[config.mk]
export PLATFORM = sky130hd
export DESIGN_NAME = eirq_top
export DESIGN_NICKNAME = d
export VERILOG_FILES = /design/src/eirq_pkg.sv /design/src/eirq_channel.sv /design/src/eirq_top.sv
export SDC_FILE = /design/constraint.sdc
export NUM_CORES = 1
export LEC_CHECK = 0
export BUFFER_PORTS_ARGS = -buffer_cell sky130_fd_sc_hd__buf_2
export CORE_UTILIZATION = 44
export DETAILED_ROUTE_END_ITERATION = 8
export GPL_TIMING_DRIVEN = 0
export PLACE_DENSITY_LB_ADDON = 0.25
export SLEW_MARGIN = 0
export SYNTH_ARGS = -nofsm -noshare
export SYNTH_HDL_FRONTEND = slang
export SYNTH_SLANG_ARGS = --single-unit
[constraint.sdc]
create_clock -name core_clk -period 1.9 [get_ports core_clk]
set_clock_uncertainty 0.1 [all_clocks]
set_input_delay 0.38 -clock core_clk [delete_from_list [all_inputs] [get_ports core_clk]]
set_output_delay 0.38 -clock core_clk [all_outputs]
set_load 0.05 [all_outputs]
[src/eirq_pkg.sv]
// Package for the external interrupt pin configuration block.
// Assumes a 32-bit AXI4-Lite register bus and a single 125 MHz clock.
package eirq_pkg;

  // Register byte addresses on the AXI4-Lite bus.
  localparam logic [7:0] EIRQ_CFG_ADDR = 8'hE4;
  localparam logic [7:0] EIRQ_TMR_CTRL_ADDR = 8'h88;
  localparam logic [7:0] EIRQ_SKIP_ADDR = 8'hE0;
  localparam logic [7:0] EIRQ_VEC_ADDR = 8'hEC;

  // Configuration register field positions and reset value.
  localparam int EIRQ_B_POL_BIT = 7;
  localparam int EIRQ_B_SEL_LSB = 4;
  localparam int EIRQ_A_POL_BIT = 3;
  localparam int EIRQ_A_SEL_LSB = 0;
  localparam logic [7:0] EIRQ_CFG_RST = 8'h01;

  // Timer control register field positions.
  localparam int EIRQ_A_TYPE_BIT = 0;
  localparam int EIRQ_A_PEND_BIT = 1;
  localparam int EIRQ_B_TYPE_BIT = 2;
  localparam int EIRQ_B_PEND_BIT = 3;
  localparam logic [7:0] EIRQ_TMR_CTRL_RST = 8'h00;
  localparam logic [7:0] EIRQ_SKIP_RST = 8'h00;

  // Bus response codes.
  localparam logic [1:0] EIRQ_RESP_OKAY = 2'h0;
  localparam logic [1:0] EIRQ_RESP_SLVERR = 2'h2;

  // Write channel states.
  typedef enum logic [2:0] {
    EIRQ_W_IDLE = 3'b001,
    EIRQ_W_COLLECT = 3'b010,
    EIRQ_W_RESP = 3'b100
  } eirq_wstate_t;

endpackage : eirq_pkg

[src/eirq_channel.sv]
// One external interrupt channel: pin select, polarity, sync, pending.
// Assumes port pins are synchronous inputs and the CPU vector ack is a pulse.
module eirq_channel
  import eirq_pkg::*;
(
  // Clock and reset.
  input wire logic core_clk,
  input wire logic srst,
  // Port pins and configuration.
  input wire logic [7:0] port_pins,
  input wire logic [2:0] pin_select,
  input wire logic polarity,
  input wire logic trigger_type,
  // Pending flag control.
  input wire logic vector_ack,
  input wire logic sw_write,
  input wire logic sw_value,
  output logic pending
);

  logic sync1_q, sync1_d;
  logic sync2_q, sync2_d;
  logic prev_q, prev_d;
  logic edge_q, edge_d;
  logic active;

  // The pin is only read here, so any crossbar owner keeps driving it.
  assign active = ~(sync2_q ^ polarity);

  // Two-stage synchroniser; only the second stage feeds the detector.
  always_comb begin
    sync1_d = port_pins[pin_select];
    sync2_d = sync1_q;
    prev_d = active;
    edge_d = edge_q;
    if (vector_ack) begin
      edge_d = 1'b0;
    end
    if (sw_write) begin
      edge_d = sw_value;
    end
    if (trigger_type && active && !prev_q) begin
      edge_d = 1'b1;
    end
  end

  always_ff @(posedge core_clk) begin
    if (srst) begin
      sync1_q <= 1'b0;
      sync2_q <= 1'b0;
      prev_q <= 1'b0;
      edge_q <= 1'b0;
    end else begin
      sync1_q <= sync1_d;
      sync2_q <= sync2_d;
      prev_q <= prev_d;
      edge_q <= edge_d;
    end
  end

  // Level mode follows the pin; a source held active re-requests.
  assign pending = trigger_type ? edge_q : active;

endmodule : eirq_channel

[src/eirq_top.sv]
// Top of the external interrupt pin configuration block with AXI4-Lite.
// Assumes the CPU pulses vector acks and port pins are synchronous.
// Registers are one byte each, carried in lane 0 of the 32-bit bus.
// Contract
// - Bit 7 sets second input polarity.
// - Bit 3 sets first input polarity.
// - Trigger bit picks edge or level.
// - Bits 6:4 pick second input's pin.
// - Bits 2:0 pick first input's pin.
// - Inputs monitor pins without disturbing crossbar.
// - Skipped pins get no crossbar peripheral.
// - Pending flags at timer control bits 1, 3.
// - Edge pending clears when CPU vectors.
// - Level pending follows active input directly.
//
// The AXI4-Lite slave port was left to the implementer.
module eirq_top
  import eirq_pkg::*;
(
  // Clock and reset.
  input wire logic core_clk,
  input wire logic srst,
  // AXI4-Lite write address and data.
  input wire logic [7:0] s_axi_awaddr,
  input wire logic s_axi_awvalid,
  output logic s_axi_awready,
  input wire logic [31:0] s_axi_wdata,
  input wire logic [3:0] s_axi_wstrb,
  input wire logic s_axi_wvalid,
  output logic s_axi_wready,
  // AXI4-Lite write response.
  output logic [1:0] s_axi_bresp,
  output logic s_axi_bvalid,
  input wire logic s_axi_bready,
  // AXI4-Lite read channels.
  input wire logic [7:0] s_axi_araddr,
  input wire logic s_axi_arvalid,
  output logic s_axi_arready,
  output logic [31:0] s_axi_rdata,
  output logic [1:0] s_axi_rresp,
  output logic s_axi_rvalid,
  input wire logic s_axi_rready,
  // Port 0 pins and CPU vector acknowledges.
  input wire logic [7:0] port0_pins,
  input wire logic vector_ack_a,
  input wire logic vector_ack_b,
  // Interrupt requests and crossbar pin permissions.
  output logic ext_irq_a,
  output logic ext_irq_b,
  output logic [7:0] crossbar_pin_allow
);

  //////////////////////////////////////////////////////////////////////////
  // Registers.

  // Software-visible state: pin configuration, crossbar skip mask and the
  // two trigger-type bits that live in the timer control word.
  logic [7:0] cfg_q, cfg_d;
  logic [7:0] skip_q, skip_d;
  logic type_a_q, type_a_d;
  logic type_b_q, type_b_d;
  logic irq_a_pending, irq_b_pending;
  logic tmr_ctrl_wr;

  // Write channel bookkeeping: the address and data beats may arrive in
  // either order, so each is parked until its partner shows up.
  eirq_wstate_t wst_q, wst_d;
  logic [7:0] waddr_q, waddr_d;
  logic [7:0] wdata_q, wdata_d;
  logic wstrb_q, wstrb_d;
  logic have_aw_q, have_aw_d;
  logic have_w_q, have_w_d;
  logic [1:0] bresp_q, bresp_d;
  // Read answer, held until the master takes it.
  logic rvalid_q, rvalid_d;
  logic [31:0] rdata_q, rdata_d;
  logic [1:0] rresp_q, rresp_d;
  logic wr_fire;

  //////////////////////////////////////////////////////////////////////////
  // Write channel: collect address and data in either order.

  assign s_axi_awready = (wst_q != EIRQ_W_RESP) && !have_aw_q;
  assign s_axi_wready = (wst_q != EIRQ_W_RESP) && !have_w_q;
  assign s_axi_bvalid = (wst_q == EIRQ_W_RESP);
  assign s_axi_bresp = bresp_q;

  // Next-state logic for the write side. A beat is taken only when its
  // valid and ready meet; the register write fires in the cycle in which
  // the second beat arrives, so the new value is visible one edge later.
  // Unmapped addresses still complete, with an error response, so that a
  // stray write can never hang the bus.
  always_comb begin
    wst_d = wst_q;
    waddr_d = waddr_q;
    wdata_d = wdata_q;
    wstrb_d = wstrb_q;
    have_aw_d = have_aw_q;
    have_w_d = have_w_q;
    bresp_d = bresp_q;
    wr_fire = 1'b0;
    case (wst_q)
      EIRQ_W_IDLE, EIRQ_W_COLLECT: begin
        if (s_axi_awvalid && s_axi_awready) begin
          waddr_d = s_axi_awaddr;
          have_aw_d = 1'b1;
        end
        if (s_axi_wvalid && s_axi_wready) begin
          wdata_d = s_axi_wdata[7:0];
          wstrb_d = s_axi_wstrb[0];
          have_w_d = 1'b1;
        end
        if (have_aw_d && have_w_d) begin
          wr_fire = 1'b1;
          have_aw_d = 1'b0;
          have_w_d = 1'b0;
          wst_d = EIRQ_W_RESP;
          case (waddr_d)
            EIRQ_CFG_ADDR, EIRQ_TMR_CTRL_ADDR, EIRQ_SKIP_ADDR:
              bresp_d = EIRQ_RESP_OKAY;
            default: bresp_d = EIRQ_RESP_SLVERR;
          endcase
        end else if (have_aw_d || have_w_d) begin
          wst_d = EIRQ_W_COLLECT;
        end
      end
      EIRQ_W_RESP: begin
        if (s_axi_bready) begin
          wst_d = EIRQ_W_IDLE;
        end
      end
      default: wst_d = EIRQ_W_IDLE;
    endcase
  end

  // Write side state. Reset leaves both ready signals high and no
  // response pending, so the first request may come at the first edge
  // after reset is released.
  always_ff @(posedge core_clk) begin
    if (srst) begin
      wst_q <= EIRQ_W_IDLE;
      waddr_q <= 8'h00;
      wdata_q <= 8'h00;
      wstrb_q <= 1'b0;
      have_aw_q <= 1'b0;
      have_w_q <= 1'b0;
      bresp_q <= EIRQ_RESP_OKAY;
    end else begin
      wst_q <= wst_d;
      waddr_q <= waddr_d;
      wdata_q <= wdata_d;
      wstrb_q <= wstrb_d;
      have_aw_q <= have_aw_d;
      have_w_q <= have_w_d;
      bresp_q <= bresp_d;
    end
  end

  //////////////////////////////////////////////////////////////////////////
  // Register updates; only byte lane 0 carries data.

  // A write to the timer control word also reaches the two pending flags,
  // which is why it is decoded once here and handed to both channels.
  // A cleared lane 0 strobe drops the write but still answers OKAY.
  assign tmr_ctrl_wr = wr_fire && wstrb_d &&
                       (waddr_d == EIRQ_TMR_CTRL_ADDR);

  // Next values of the configuration, skip and trigger-type registers.
  // Only the low byte matters; the upper lanes are ignored on purpose so
  // that a word-wide store from software behaves like a byte store.
  always_comb begin
    cfg_d = cfg_q;
    skip_d = skip_q;
    type_a_d = type_a_q;
    type_b_d = type_b_q;
    if (wr_fire && wstrb_d) begin
      if (waddr_d == EIRQ_CFG_ADDR) begin
        cfg_d = wdata_d;
      end
      if (waddr_d == EIRQ_SKIP_ADDR) begin
        skip_d = wdata_d;
      end
      if (tmr_ctrl_wr) begin
        type_a_d = wdata_d[EIRQ_A_TYPE_BIT];
        type_b_d = wdata_d[EIRQ_B_TYPE_BIT];
      end
    end
  end

  // Register bank. After reset both inputs are level sensitive and active
  // low, so an idle low pin reads as a pending request until software
  // reprograms the polarity; firmware must expect that.
  always_ff @(posedge core_clk) begin
    if (srst) begin
      cfg_q <= EIRQ_CFG_RST;
      skip_q <= EIRQ_SKIP_RST;
      type_a_q <= EIRQ_TMR_CTRL_RST[EIRQ_A_TYPE_BIT];
      type_b_q <= EIRQ_TMR_CTRL_RST[EIRQ_B_TYPE_BIT];
    end else begin
      cfg_q <= cfg_d;
      skip_q <= skip_d;
      type_a_q <= type_a_d;
      type_b_q <= type_b_d;
    end
  end

  // A skipped pin is withheld from crossbar peripherals. The interrupt
  // channels read the pins whatever this mask says, so skipping a pin only
  // keeps other peripherals off it.
  assign crossbar_pin_allow = ~skip_q;

  //////////////////////////////////////////////////////////////////////////
  // The two interrupt channels.

  // Channel A watches the pin picked by the low field of the configuration
  // register. Both channels see the full port so that either can pick any
  // pin, even the same one; each keeps its own synchroniser.
  eirq_channel u_chan_a (
    .core_clk(core_clk),
    .srst(srst),
    .port_pins(port0_pins),
    .pin_select(cfg_q[EIRQ_A_SEL_LSB +: 3]),
    .polarity(cfg_q[EIRQ_A_POL_BIT]),
    .trigger_type(type_a_q),
    .vector_ack(vector_ack_a),
    .sw_write(tmr_ctrl_wr),
    .sw_value(wdata_d[EIRQ_A_PEND_BIT]),
    .pending(irq_a_pending)
  );

  // Channel B uses the high field. It shares the timer control write
  // strobe with channel A; each takes its own pending bit of the data.
  eirq_channel u_chan_b (
    .core_clk(core_clk),
    .srst(srst),
    .port_pins(port0_pins),
    .pin_select(cfg_q[EIRQ_B_SEL_LSB +: 3]),
    .polarity(cfg_q[EIRQ_B_POL_BIT]),
    .trigger_type(type_b_q),
    .vector_ack(vector_ack_b),
    .sw_write(tmr_ctrl_wr),
    .sw_value(wdata_d[EIRQ_B_PEND_BIT]),
    .pending(irq_b_pending)
  );

  // Requests to the CPU are the pending flags themselves. There is no
  // extra register, so a level-mode request drops as soon as the
  // synchronised pin does.
  assign ext_irq_a = irq_a_pending;
  assign ext_irq_b = irq_b_pending;

  //////////////////////////////////////////////////////////////////////////
  // Read channel: one read at a time, answered the cycle after address.

  // Only one read is in flight; a new address waits until the previous
  // answer has been taken, which keeps the read data stable while shown.
  assign s_axi_arready = !rvalid_q;
  assign s_axi_rvalid = rvalid_q;
  assign s_axi_rdata = rdata_q;
  assign s_axi_rresp = rresp_q;

  // Read decode. Pending bits are sampled as the address is taken, so a
  // level-mode flag that drops later still reads as it stood then.
  // Unmapped offsets read zero with an error response.
  always_comb begin
    rvalid_d = rvalid_q;
    rdata_d = rdata_q;
    rresp_d = rresp_q;
    if (rvalid_q && s_axi_rready) begin
      rvalid_d = 1'b0;
    end
    if (s_axi_arvalid && !rvalid_q) begin
      rvalid_d = 1'b1;
      rdata_d = 32'h0000_0000;
      rresp_d = EIRQ_RESP_OKAY;
      case (s_axi_araddr)
        EIRQ_CFG_ADDR: rdata_d[7:0] = cfg_q;
        EIRQ_SKIP_ADDR: rdata_d[7:0] = skip_q;
        EIRQ_TMR_CTRL_ADDR: begin
          rdata_d[EIRQ_A_TYPE_BIT] = type_a_q;
          rdata_d[EIRQ_A_PEND_BIT] = irq_a_pending;
          rdata_d[EIRQ_B_TYPE_BIT] = type_b_q;
          rdata_d[EIRQ_B_PEND_BIT] = irq_b_pending;
        end
        default: rresp_d = EIRQ_RESP_SLVERR;
      endcase
    end
  end

  // Read answer registers. Reset drops any answer that was on its way,
  // so a master must not reset the block in the middle of a read.
  always_ff @(posedge core_clk) begin
    if (srst) begin
      rvalid_q <= 1'b0;
      rdata_q <= 32'h0000_0000;
      rresp_q <= EIRQ_RESP_OKAY;
    end else begin
      rvalid_q <= rvalid_d;
      rdata_q <= rdata_d;
      rresp_q <= rresp_d;
    end
  end

endmodule : eirq_top

==> results.toml, run 1 <==
[cells_and_area]
final_cell_mix = "62 x buf_2, 55 x dfxtp_1, 39 x buf_4, 34 x nor2_1, 26 x conb_1"
design_area_um2 = 4240
diodes = 0
final_nets = 517
layout-drive-gt1-share = 0.417
final_common_cell = "buf_2"
fin_cells = 549
area_growth_pct = 36.4

[clock_network]
cts-htree-levels = 3
clk_path_buf_depth = 2
root_buffer = "clkbuf_8"
numCtsBuffers = 9
clk_pin_slew_ps = 80
postCtsHoldBufs = 0
cts_sinks = 59
clk_latency_ps = 350
cts_tree = "done"

[die]
core_um2 = 6790
die_w_um = 86.0
io_pins = 120
placementRows = 30
start_util = 0.457
die_h_um = 86.0
dieArea_um2 = 7400

[logic_synthesis]
synth_edf_count = 0
synthArstFlopShare = 0
synth-compound-area-share = 0.156
synth.area.top_cells = "dfxtp_1 38%, buf_4 6.3%, nor2_1 4.5%, mux2_2 3.6%, a21oi_1 3.5%"
synth.distinct_cells = 65
syn-instance-count = 326
yosysWarnings = 0
synth_top_family_by_area = "simple AND/OR/NAND/NOR gates"
synth_ff_type = "dfxtp_1"
yosysSeqAreaShare = 0.380
yosys.area.top_type_share = 0.380
synth_xor_area_frac = 0.0137
synth_mux_area_frac = 0.127
syn_avg_cell_area_um2 = 9.53
synthAdderAreaFrac = 0
synth_area_um2 = 3110
yosysTopAreaCell = "dfxtp_1"
ys_ff_latch = 59
synthSimpleGateAreaFrac = 0.226

[sta]
fin_setup_tns_ps = -2310
slew_headroom = 0.578
hold-worst-slack_ps = 103
min_period_ps = 2040
final_hold_viol_count = 0
tightest_slew_ps = 631
maxSlewViolCount = 0
rsz0062_at_grt = "true"
setup_viol = 23
fmax_mhz = 491
fin_crit_sh = 1.07
worst_slack_ps = -138

[placed_design]
dp_hpwl_um = 5340
port_buffers = 66
place.gp.congestion = 0.838
placed_area_um2 = 3680
dp_cells = 513

[setup_path]
critical_path_buf_inv_count = 0
critPathMaxStageDelay_ps = 380
critPathKind = "flip-flop to flip-flop"
critPathSlowestCell = "dfxtp_4"
crit_family = "simple AND/OR/NAND/NOR gates"
end_kind = "flip-flop"
crit_required_ps = 2030
cp-start-kind = "flip-flop"
worstPathCellList = "or2b_1, mux2_2, and3_4, nand4b_4, mux2_4"
crit_path_max_fanout = 8
cp.arrival_ps = 2170

[route]
dr.pass1.iters = 4
wl_per_cell_um = 13.7
postRouteWirelength_um = 7540
drtIter0Drc = 118
vias = 2721
ant_nets = 0
drc = 0
viasPerCell = 4.96

[grt]
grt_pass1_vias = 2519
antenna_found_initial = 0
grt_max_degree = 11
overflow = 0
grt_pass1_wl_um = 11800
grt.total_usage = 0.209

[outcome]
status = "complete, but fails checks"
violations = "negative setup slack"

[hold_path]
hold_path_class = "input port to flip-flop"

[run]
maxCapViolCount = 0

[power]
power_leakage_nw = 1.87
irDropWorstVdd_mv = 0.737
powerDensity_nw_per_um2 = 1180
cells in the mapped netlist, types with 2 or more instances:
cell	number
dfxtp_1	59
nor2_1	37
buf_4	26
a21oi_1	22
nand2_1	19
nand3_1	13
nor2b_1	13
inv_1	11
a22oi_1	10
mux2_2	10
o21ai_0	10
clkbuf_1	7
mux2_4	7
nor3_1	6
mux2i_1	5
mux4_2	4
a211oi_1	3
and3b_1	3
nor4b_1	3
a22o_1	2
a31oi_1	2
buf_6	2
mux2_1	2
nand3b_1	2
nor3b_1	2
nor3b_4	2
o21a_1	2
o2bb2ai_1	2
or3_1	2
or3b_2	2
xor2_1	2
worst paths after layout:
| kind | depth (start not counted) | endpoint | slack [ps] | startpoint |
|---|---|---|---|---|
| worst max-delay path | 5 | cfg_q[2] | -140 | have_aw_q |
| worst min-delay path | 2 | s_axi_rvalid | 100 | s_axi_rready |
| worst max register to register | 5 | cfg_q[2] | -140 | have_aw_q |
| worst min register to register | 1 | u_chan_b.sync2_q | 350 | u_chan_b.sync1_q |
where the power goes:
part | internal [mW] | total [mW] | switching (mW)
registers | 1.42 | 1.58 | 0.164
clock network | 0.682 | 1.19 | 0.507
logic | 1.03 | 2.24 | 1.22
total | 3.13 | 5.02 | 1.89
flip-flops by register name, summed over array words and instances (netlist names):
signal and cells:
u_chan_b.edge_q 1, u_chan_a.sync2_q 1, u_chan_b.sync1_q 1, cfg_q 8, s_axi_rvalid 1, s_axi_rdata 8, u_chan_a.sync1_q 1, type_a_q 1
have_aw_q 1, s_axi_bresp 1, u_chan_a.edge_q 1, u_chan_b.prev_q 1, wdata_q 8, wstrb_q 1, skip_q 8, s_axi_rresp 1
u_chan_b.sync2_q 1, u_chan_a.prev_q 1, waddr_q 8, type_b_q 1, wst_q 3, have_w_q 1
metal layers:
metal | GRT usage | part of all wire | wire length [um]
met5 | 0 | 0 | 0
met4 | 0.105 | 0.021 | 159
met3 | 0.0443 | 0.048 | 365
met2 | 0.325 | 0.46 | 3480
met1 | 0.276 | 0.47 | 3530
repair_timing:
action,in CTS,in global routing
resized for setup,34,10
setup endpoints to repair,24,26
buffers inserted,16,4
pin swaps,18,9
area by class of cell:
class	instances	area (um^2)
clock inverter	4	47.5
clock buffer	12	156
tap	96	120
multi-input combinational	243	1850
buffer	37	253
sequential	59	1200
inverter	12	52.6
timing repair buffer	86	559
fill	571	2550
through the flow:
step / util / power (mW) / worst slack [ps]
finish: 0.624 / 5.02 / -138
global placement: 0.542 / 3.19 / -329
CTS: 0.613 / 4.97 / -198
detailed placement: 0.542 / 3.22 / -336
global route: 0.624 / 5.24 / -203
floorplan: - / 2.89 / -52.7
logic make-up (layout without fill, tap and decap cells):
logic type,Yosys count,in the layout
compound gates,65,65
mux,29,29
simple gates,119,119
buf+inv,49,151
xor+xnor,4,4
other cells,1,26
flops,59,59
(Power assumes the default switching activity.)
==> inputs of run 2 (changes only) <==
--- a/config.mk
+++ b/config.mk
@@ -6,7 +6,7 @@
 export NUM_CORES = 1
 export LEC_CHECK = 0
 export BUFFER_PORTS_ARGS = -buffer_cell sky130_fd_sc_hd__buf_2
-export CORE_UTILIZATION = 44
+export CORE_UTILIZATION = 45
 export DETAILED_ROUTE_END_ITERATION = 8
 export GPL_TIMING_DRIVEN = 0
 export PLACE_DENSITY_LB_ADDON = 0.25
==> constraint.sdc (replaced) <==
create_clock -name core_clk -period 2.3 [get_ports core_clk]
set_clock_uncertainty 0.1 [all_clocks]
set_input_delay 0.46 -clock core_clk [delete_from_list [all_inputs] [get_ports core_clk]]
set_output_delay 0.46 -clock core_clk [all_outputs]
set_load 0.05 [all_outputs]
==> run 2 against run 1 <==
Against the previous run:
- the run now ends clean
- power shrank 24%
- sequential cell count is the same
- critical path depth shrank 2
- sequential share of layout area grew 2.3 points
- global-route usage shrank 0.38 points
- largest cell class unchanged
- highest routed layer unchanged
==> results.toml, run 2 (same netlist as run 1, synthesis figures left out) <==
[cells_and_area]
design_area_um2 = 3880
fillCellCount = 577
layout-drive-gt1-share = 0.365
final_nets = 497
multi_input_area_um2 = 1720
final_cell_mix = "67 x buf_2, 58 x dfxtp_1, 37 x nor2_1, 26 x buf_4, 26 x conb_1"
final_common_cell = "buf_2"
diodes = 0
area.sequential_um2 = 1180
fin_cells = 510
area_growth_pct = 24.8

[sta]
rsz0062_at_grt = "false"
fin_setup_tns_ps = 0
final_hold_viol_count = 0
maxSlewViolCount = 0
setup_viol = 0
fmax_mhz = 459
fin_crit_sh = 0.947
min_period_ps = 2180
tightest_slew_ps = 621
worst_slack_ps = 123
slew_headroom = 0.586

[route]
dr.pass1.iters = 4
postRouteWirelength_um = 7130
vias = 2621
viasPerCell = 5.14
ant_nets = 0
drtIter0Drc = 119
wl_per_cell_um = 14.0
drc = 0

[clock_network]
cts_tree = "done"
numCtsBuffers = 9
clk_pin_slew_ps = 70
cts-htree-levels = 3
cts_sinks = 59
clk_path_buf_depth = 2
post_cts_resized = 0
postCtsHoldBufs = 0
cts_setup_buffers = 0
clk_latency_ps = 340
root_buffer = "clkbuf_8"

[grt]
antenna_found_initial = 0
grt.total_usage = 0.206
grt_pass1_wl_um = 11400
overflow = 0
grt_pass1_vias = 2372
grt_max_degree = 12

[placed_design]
place.gp.congestion = 0.889
port_buffers = 66
preCtsSetupSlack_ps = 7.36
dp_cells = 494
placed_area_um2 = 3630
dp_hpwl_um = 5290

[die]
die_w_um = 85.1
placementRows = 29
core_um2 = 6490
start_util = 0.479
io_pins = 120
dieArea_um2 = 7240
die_h_um = 85.1

[setup_path]
critPathKind = "flip-flop to primary output"
cp-start-kind = "flip-flop"
crit_path_max_fanout = 7
critPathMaxStageDelay_ps = 460
end_kind = "primary output"
worstReg2RegEnd = "cfg_q[3]"
reg2reg_depth = 5
worstPathCellList = "or3b_4, inv_4, buf_2"
r2r_start = "have_aw_q"
crit_required_ps = 1740
reg2reg_slack_ps = 200
critPathSlowestCell = "or3b_4"
cp.arrival_ps = 1620

[hold_path]
whs_endpoint = "s_axi_rvalid"
hold_depth = 2
hold_path_class = "input port to flip-flop"
worstHoldStart = "s_axi_rready"

[outcome]
status = "completed"

[power]
finalPower_mw = 3.82
power_leakage_nw = 1.71
powerDensity_nw_per_um2 = 985
irDropWorstVdd_mv = 0.561

[run]
maxCapViolCount = 0
==> run 2: worst max path at each step <==
stage	start	to	slack, ps	cells past startpoint
2_1_floorplan	cfg_q[7]	s_axi_rdata[3]	30	5
3_3_place_gp	s_axi_awvalid	cfg_q[2]	20	6
3_5_place_dp	s_axi_awvalid	cfg_q[2]	7	6
4_1_cts	wst_q[2]	s_axi_bvalid	4	3
5_1_grt	have_aw_q	cfg_q[7]	50	5
6_report	wst_q[2]	s_axi_bvalid	120	3
==> run 2: routing by layer <==
metal / global-route usage / routed length, um
met1: 0.272 / 3320
met5: 0 / 0
met4: 0.0755 / 101
met3: 0.0486 / 406
met2: 0.327 / 3300
==> run 2: cell type report <==
type,instances,area share
plain buffers,37,0.0651
clock buffers,10,0.0355
clock inverters,6,0.0290
inverters,12,0.0123
multi-input cells,243,0.443
flip-flops and latches,59,0.305
well taps,77,0.0248
repair buffers,66,0.0851
==> run 2: power breakdown <==
group | internal, mW | total (mW) | switching [mW]
Clock | 0.751 | 1.18 | 0.434
Sequential | 1.16 | 1.28 | 0.120
Combinational | 0.514 | 1.36 | 0.846
==> run 2: metrics by stage <==
step | hold WS, ps | utilization
2_1_floorplan | 314 | -
3_3_place_gp | 325 | 0.559
3_5_place_dp | 335 | 0.559
4_1_cts | 176 | 0.597
5_1_grt | 176 | 0.597
6_report | 183 | 0.597
==> run 2: critical path: cells and delay by family (launching register included) <==
kind	cells	cell delay [ps]
simple gates	1	460
flops	1	430
buf+inv	2	390
==> inputs of run 3 (changes only) <==
==> constraint.sdc (replaced) <==
create_clock -name core_clk -period 2.24 [get_ports core_clk]
set_clock_uncertainty 0.1 [all_clocks]
set_input_delay 0.448 -clock core_clk [delete_from_list [all_inputs] [get_ports core_clk]]
set_output_delay 0.448 -clock core_clk [all_outputs]
set_load 0.05 [all_outputs]
==> run 3 against run 2 <==
Against the previous run:
- final cell count is 0.20% lower
- sequential power about the same
- wire length down 0.95%
- clock power shrank 9%
- first-iteration DRC count increased by 4.2%
==> results.toml, run 3 (same netlist as run 1, synthesis figures left out) <==
[power]
powerDensity_nw_per_um2 = 981
power_leakage_nw = 1.70
irDropWorstVdd_mv = 0.528
finalPower_mw = 3.77

[setup_path]
worstReg2RegEnd = "cfg_q[6]"
critPathSlowestCell = "or3b_4"
r2r_start = "have_aw_q"
end_kind = "primary output"
critPathKind = "flip-flop to primary output"
critPathMaxStageDelay_ps = 450
reg2reg_depth = 5
reg2reg_slack_ps = 120
cp.arrival_ps = 1600
crit_required_ps = 1690
cp-start-kind = "flip-flop"
crit_family = "simple AND/OR/NAND/NOR gates"
critical_path_buf_inv_count = 2
crit_path_max_fanout = 7
worstPathCellList = "or3b_4, inv_4, buf_2"

[route]
viasPerCell = 5.14
vias = 2616
wl_per_cell_um = 13.9
dr.pass1.iters = 4
postRouteWirelength_um = 7060
drtIter0Drc = 124
ant_nets = 0
drc = 0

[clock_network]
clk_latency_ps = 330
numCtsBuffers = 9
cts-htree-levels = 3
cts_sinks = 59
cts_setup_buffers = 0
root_buffer = "clkbuf_8"
clk_pin_slew_ps = 70
clk_path_buf_depth = 2
cts_tree = "done"

[cells_and_area]
final_common_cell = "buf_2"
utilization = 0.592
diodes = 0
final_nets = 497
final_cell_mix = "67 x buf_2, 58 x dfxtp_1, 37 x nor2_1, 26 x buf_4, 26 x conb_1"
area_growth_pct = 23.7
layout-drive-gt1-share = 0.363

[hold_path]
worstHoldStart = "s_axi_rready"
hold_path_class = "input port to flip-flop"
hold_depth = 2
whs_endpoint = "s_axi_rvalid"

[die]
core_um2 = 6490
die_w_um = 85.1
die_h_um = 85.1
io_pins = 120
dieArea_um2 = 7240
start_util = 0.479
placementRows = 29

[sta]
min_period_ps = 2140
fin_crit_sh = 0.957
tightest_slew_ps = 665
hold-worst-slack_ps = 184
final_hold_viol_count = 0
maxSlewViolCount = 0
slew_headroom = 0.556
setup_viol = 0
fin_setup_tns_ps = 0
fmax_mhz = 466
rsz0062_at_grt = "false"

[placed_design]
port_buffers = 66
dp_hpwl_um = 5340
place.gp.congestion = 0.874

[grt]
overflow = 0
grt_pass1_vias = 2409
grt_pass1_wl_um = 11500
grt.total_usage = 0.207
grt_max_degree = 11
antenna_found_initial = 0

[outcome]
status = "completed"

[run]
maxCapViolCount = 0
[run 3: worst reg2reg max path: cells and delay by family, from the launching register on]
kind / cells / cell delay (ps)
mux: 2 / 650
simple gates: 3 / 860
flops: 1 / 390
[run 3: final cells by class]
type                            count  area [um^2]
Inverter                           12         47.5
Multi-Input combinational cell    243         1720
Clock buffer                       10          138
Buffer                             37          253
Tap cell                           77         96.3
Timing Repair Buffer               66          330
Clock inverter                      5         77.6
Sequential cell                    59         1180
Fill cell                         619         2650
[run 3: stage by stage]
stage,setup WS [ps],std cells,area [um^2]
5_1_grt,0.224,509,3840
3_5_place_dp,-53.1,494,3630
4_1_cts,85.8,509,3840
6_report,95.4,509,3840
3_3_place_gp,-30.7,494,3630
2_1_floorplan,10.7,351,3200
[run 3: worst max path at each step]
stage | start | endpoint | slack [ps] | depth (start not counted)
CTS | wst_q[2] | s_axi_bvalid | 90 | 3
finish | wst_q[2] | s_axi_bvalid | 100 | 3
detailed placement | s_axi_awvalid | cfg_q[2] | -50 | 6
floorplan | cfg_q[3] | s_axi_rdata[1] | 10 | 5
global placement | s_axi_awvalid | cfg_q[2] | -30 | 6
global route | have_aw_q | cfg_q[7] | 0.2 | 5
[run 3: layer usage]
layer / vias to the layer above / GRT usage / routed length, um / share of wire
li1: 1300 / - / - / -
met1: 1220 / 0.280 / 3210 / 0.46
met2: 82 / 0.323 / 3290 / 0.47
met3: 14 / 0.0350 / 396 / 0.056
met4: 0 / 0.0955 / 159 / 0.023
met5: - / 0 / 0 / 0
[run 3: report_power, final]
group / total, mW / internal (mW) / switching (mW)
Combinational: 1.40 / 0.528 / 0.868
Sequential: 1.31 / 1.19 / 0.122
Clock: 1.07 / 0.646 / 0.422
Total: 3.77 / 2.36 / 1.41
[run 3: timing repair]
action,CTS,global route
hold buffers,0,0
endpoints found under the setup margin,3,0
resized for setup,1,0
hold endpoints to repair,0,0
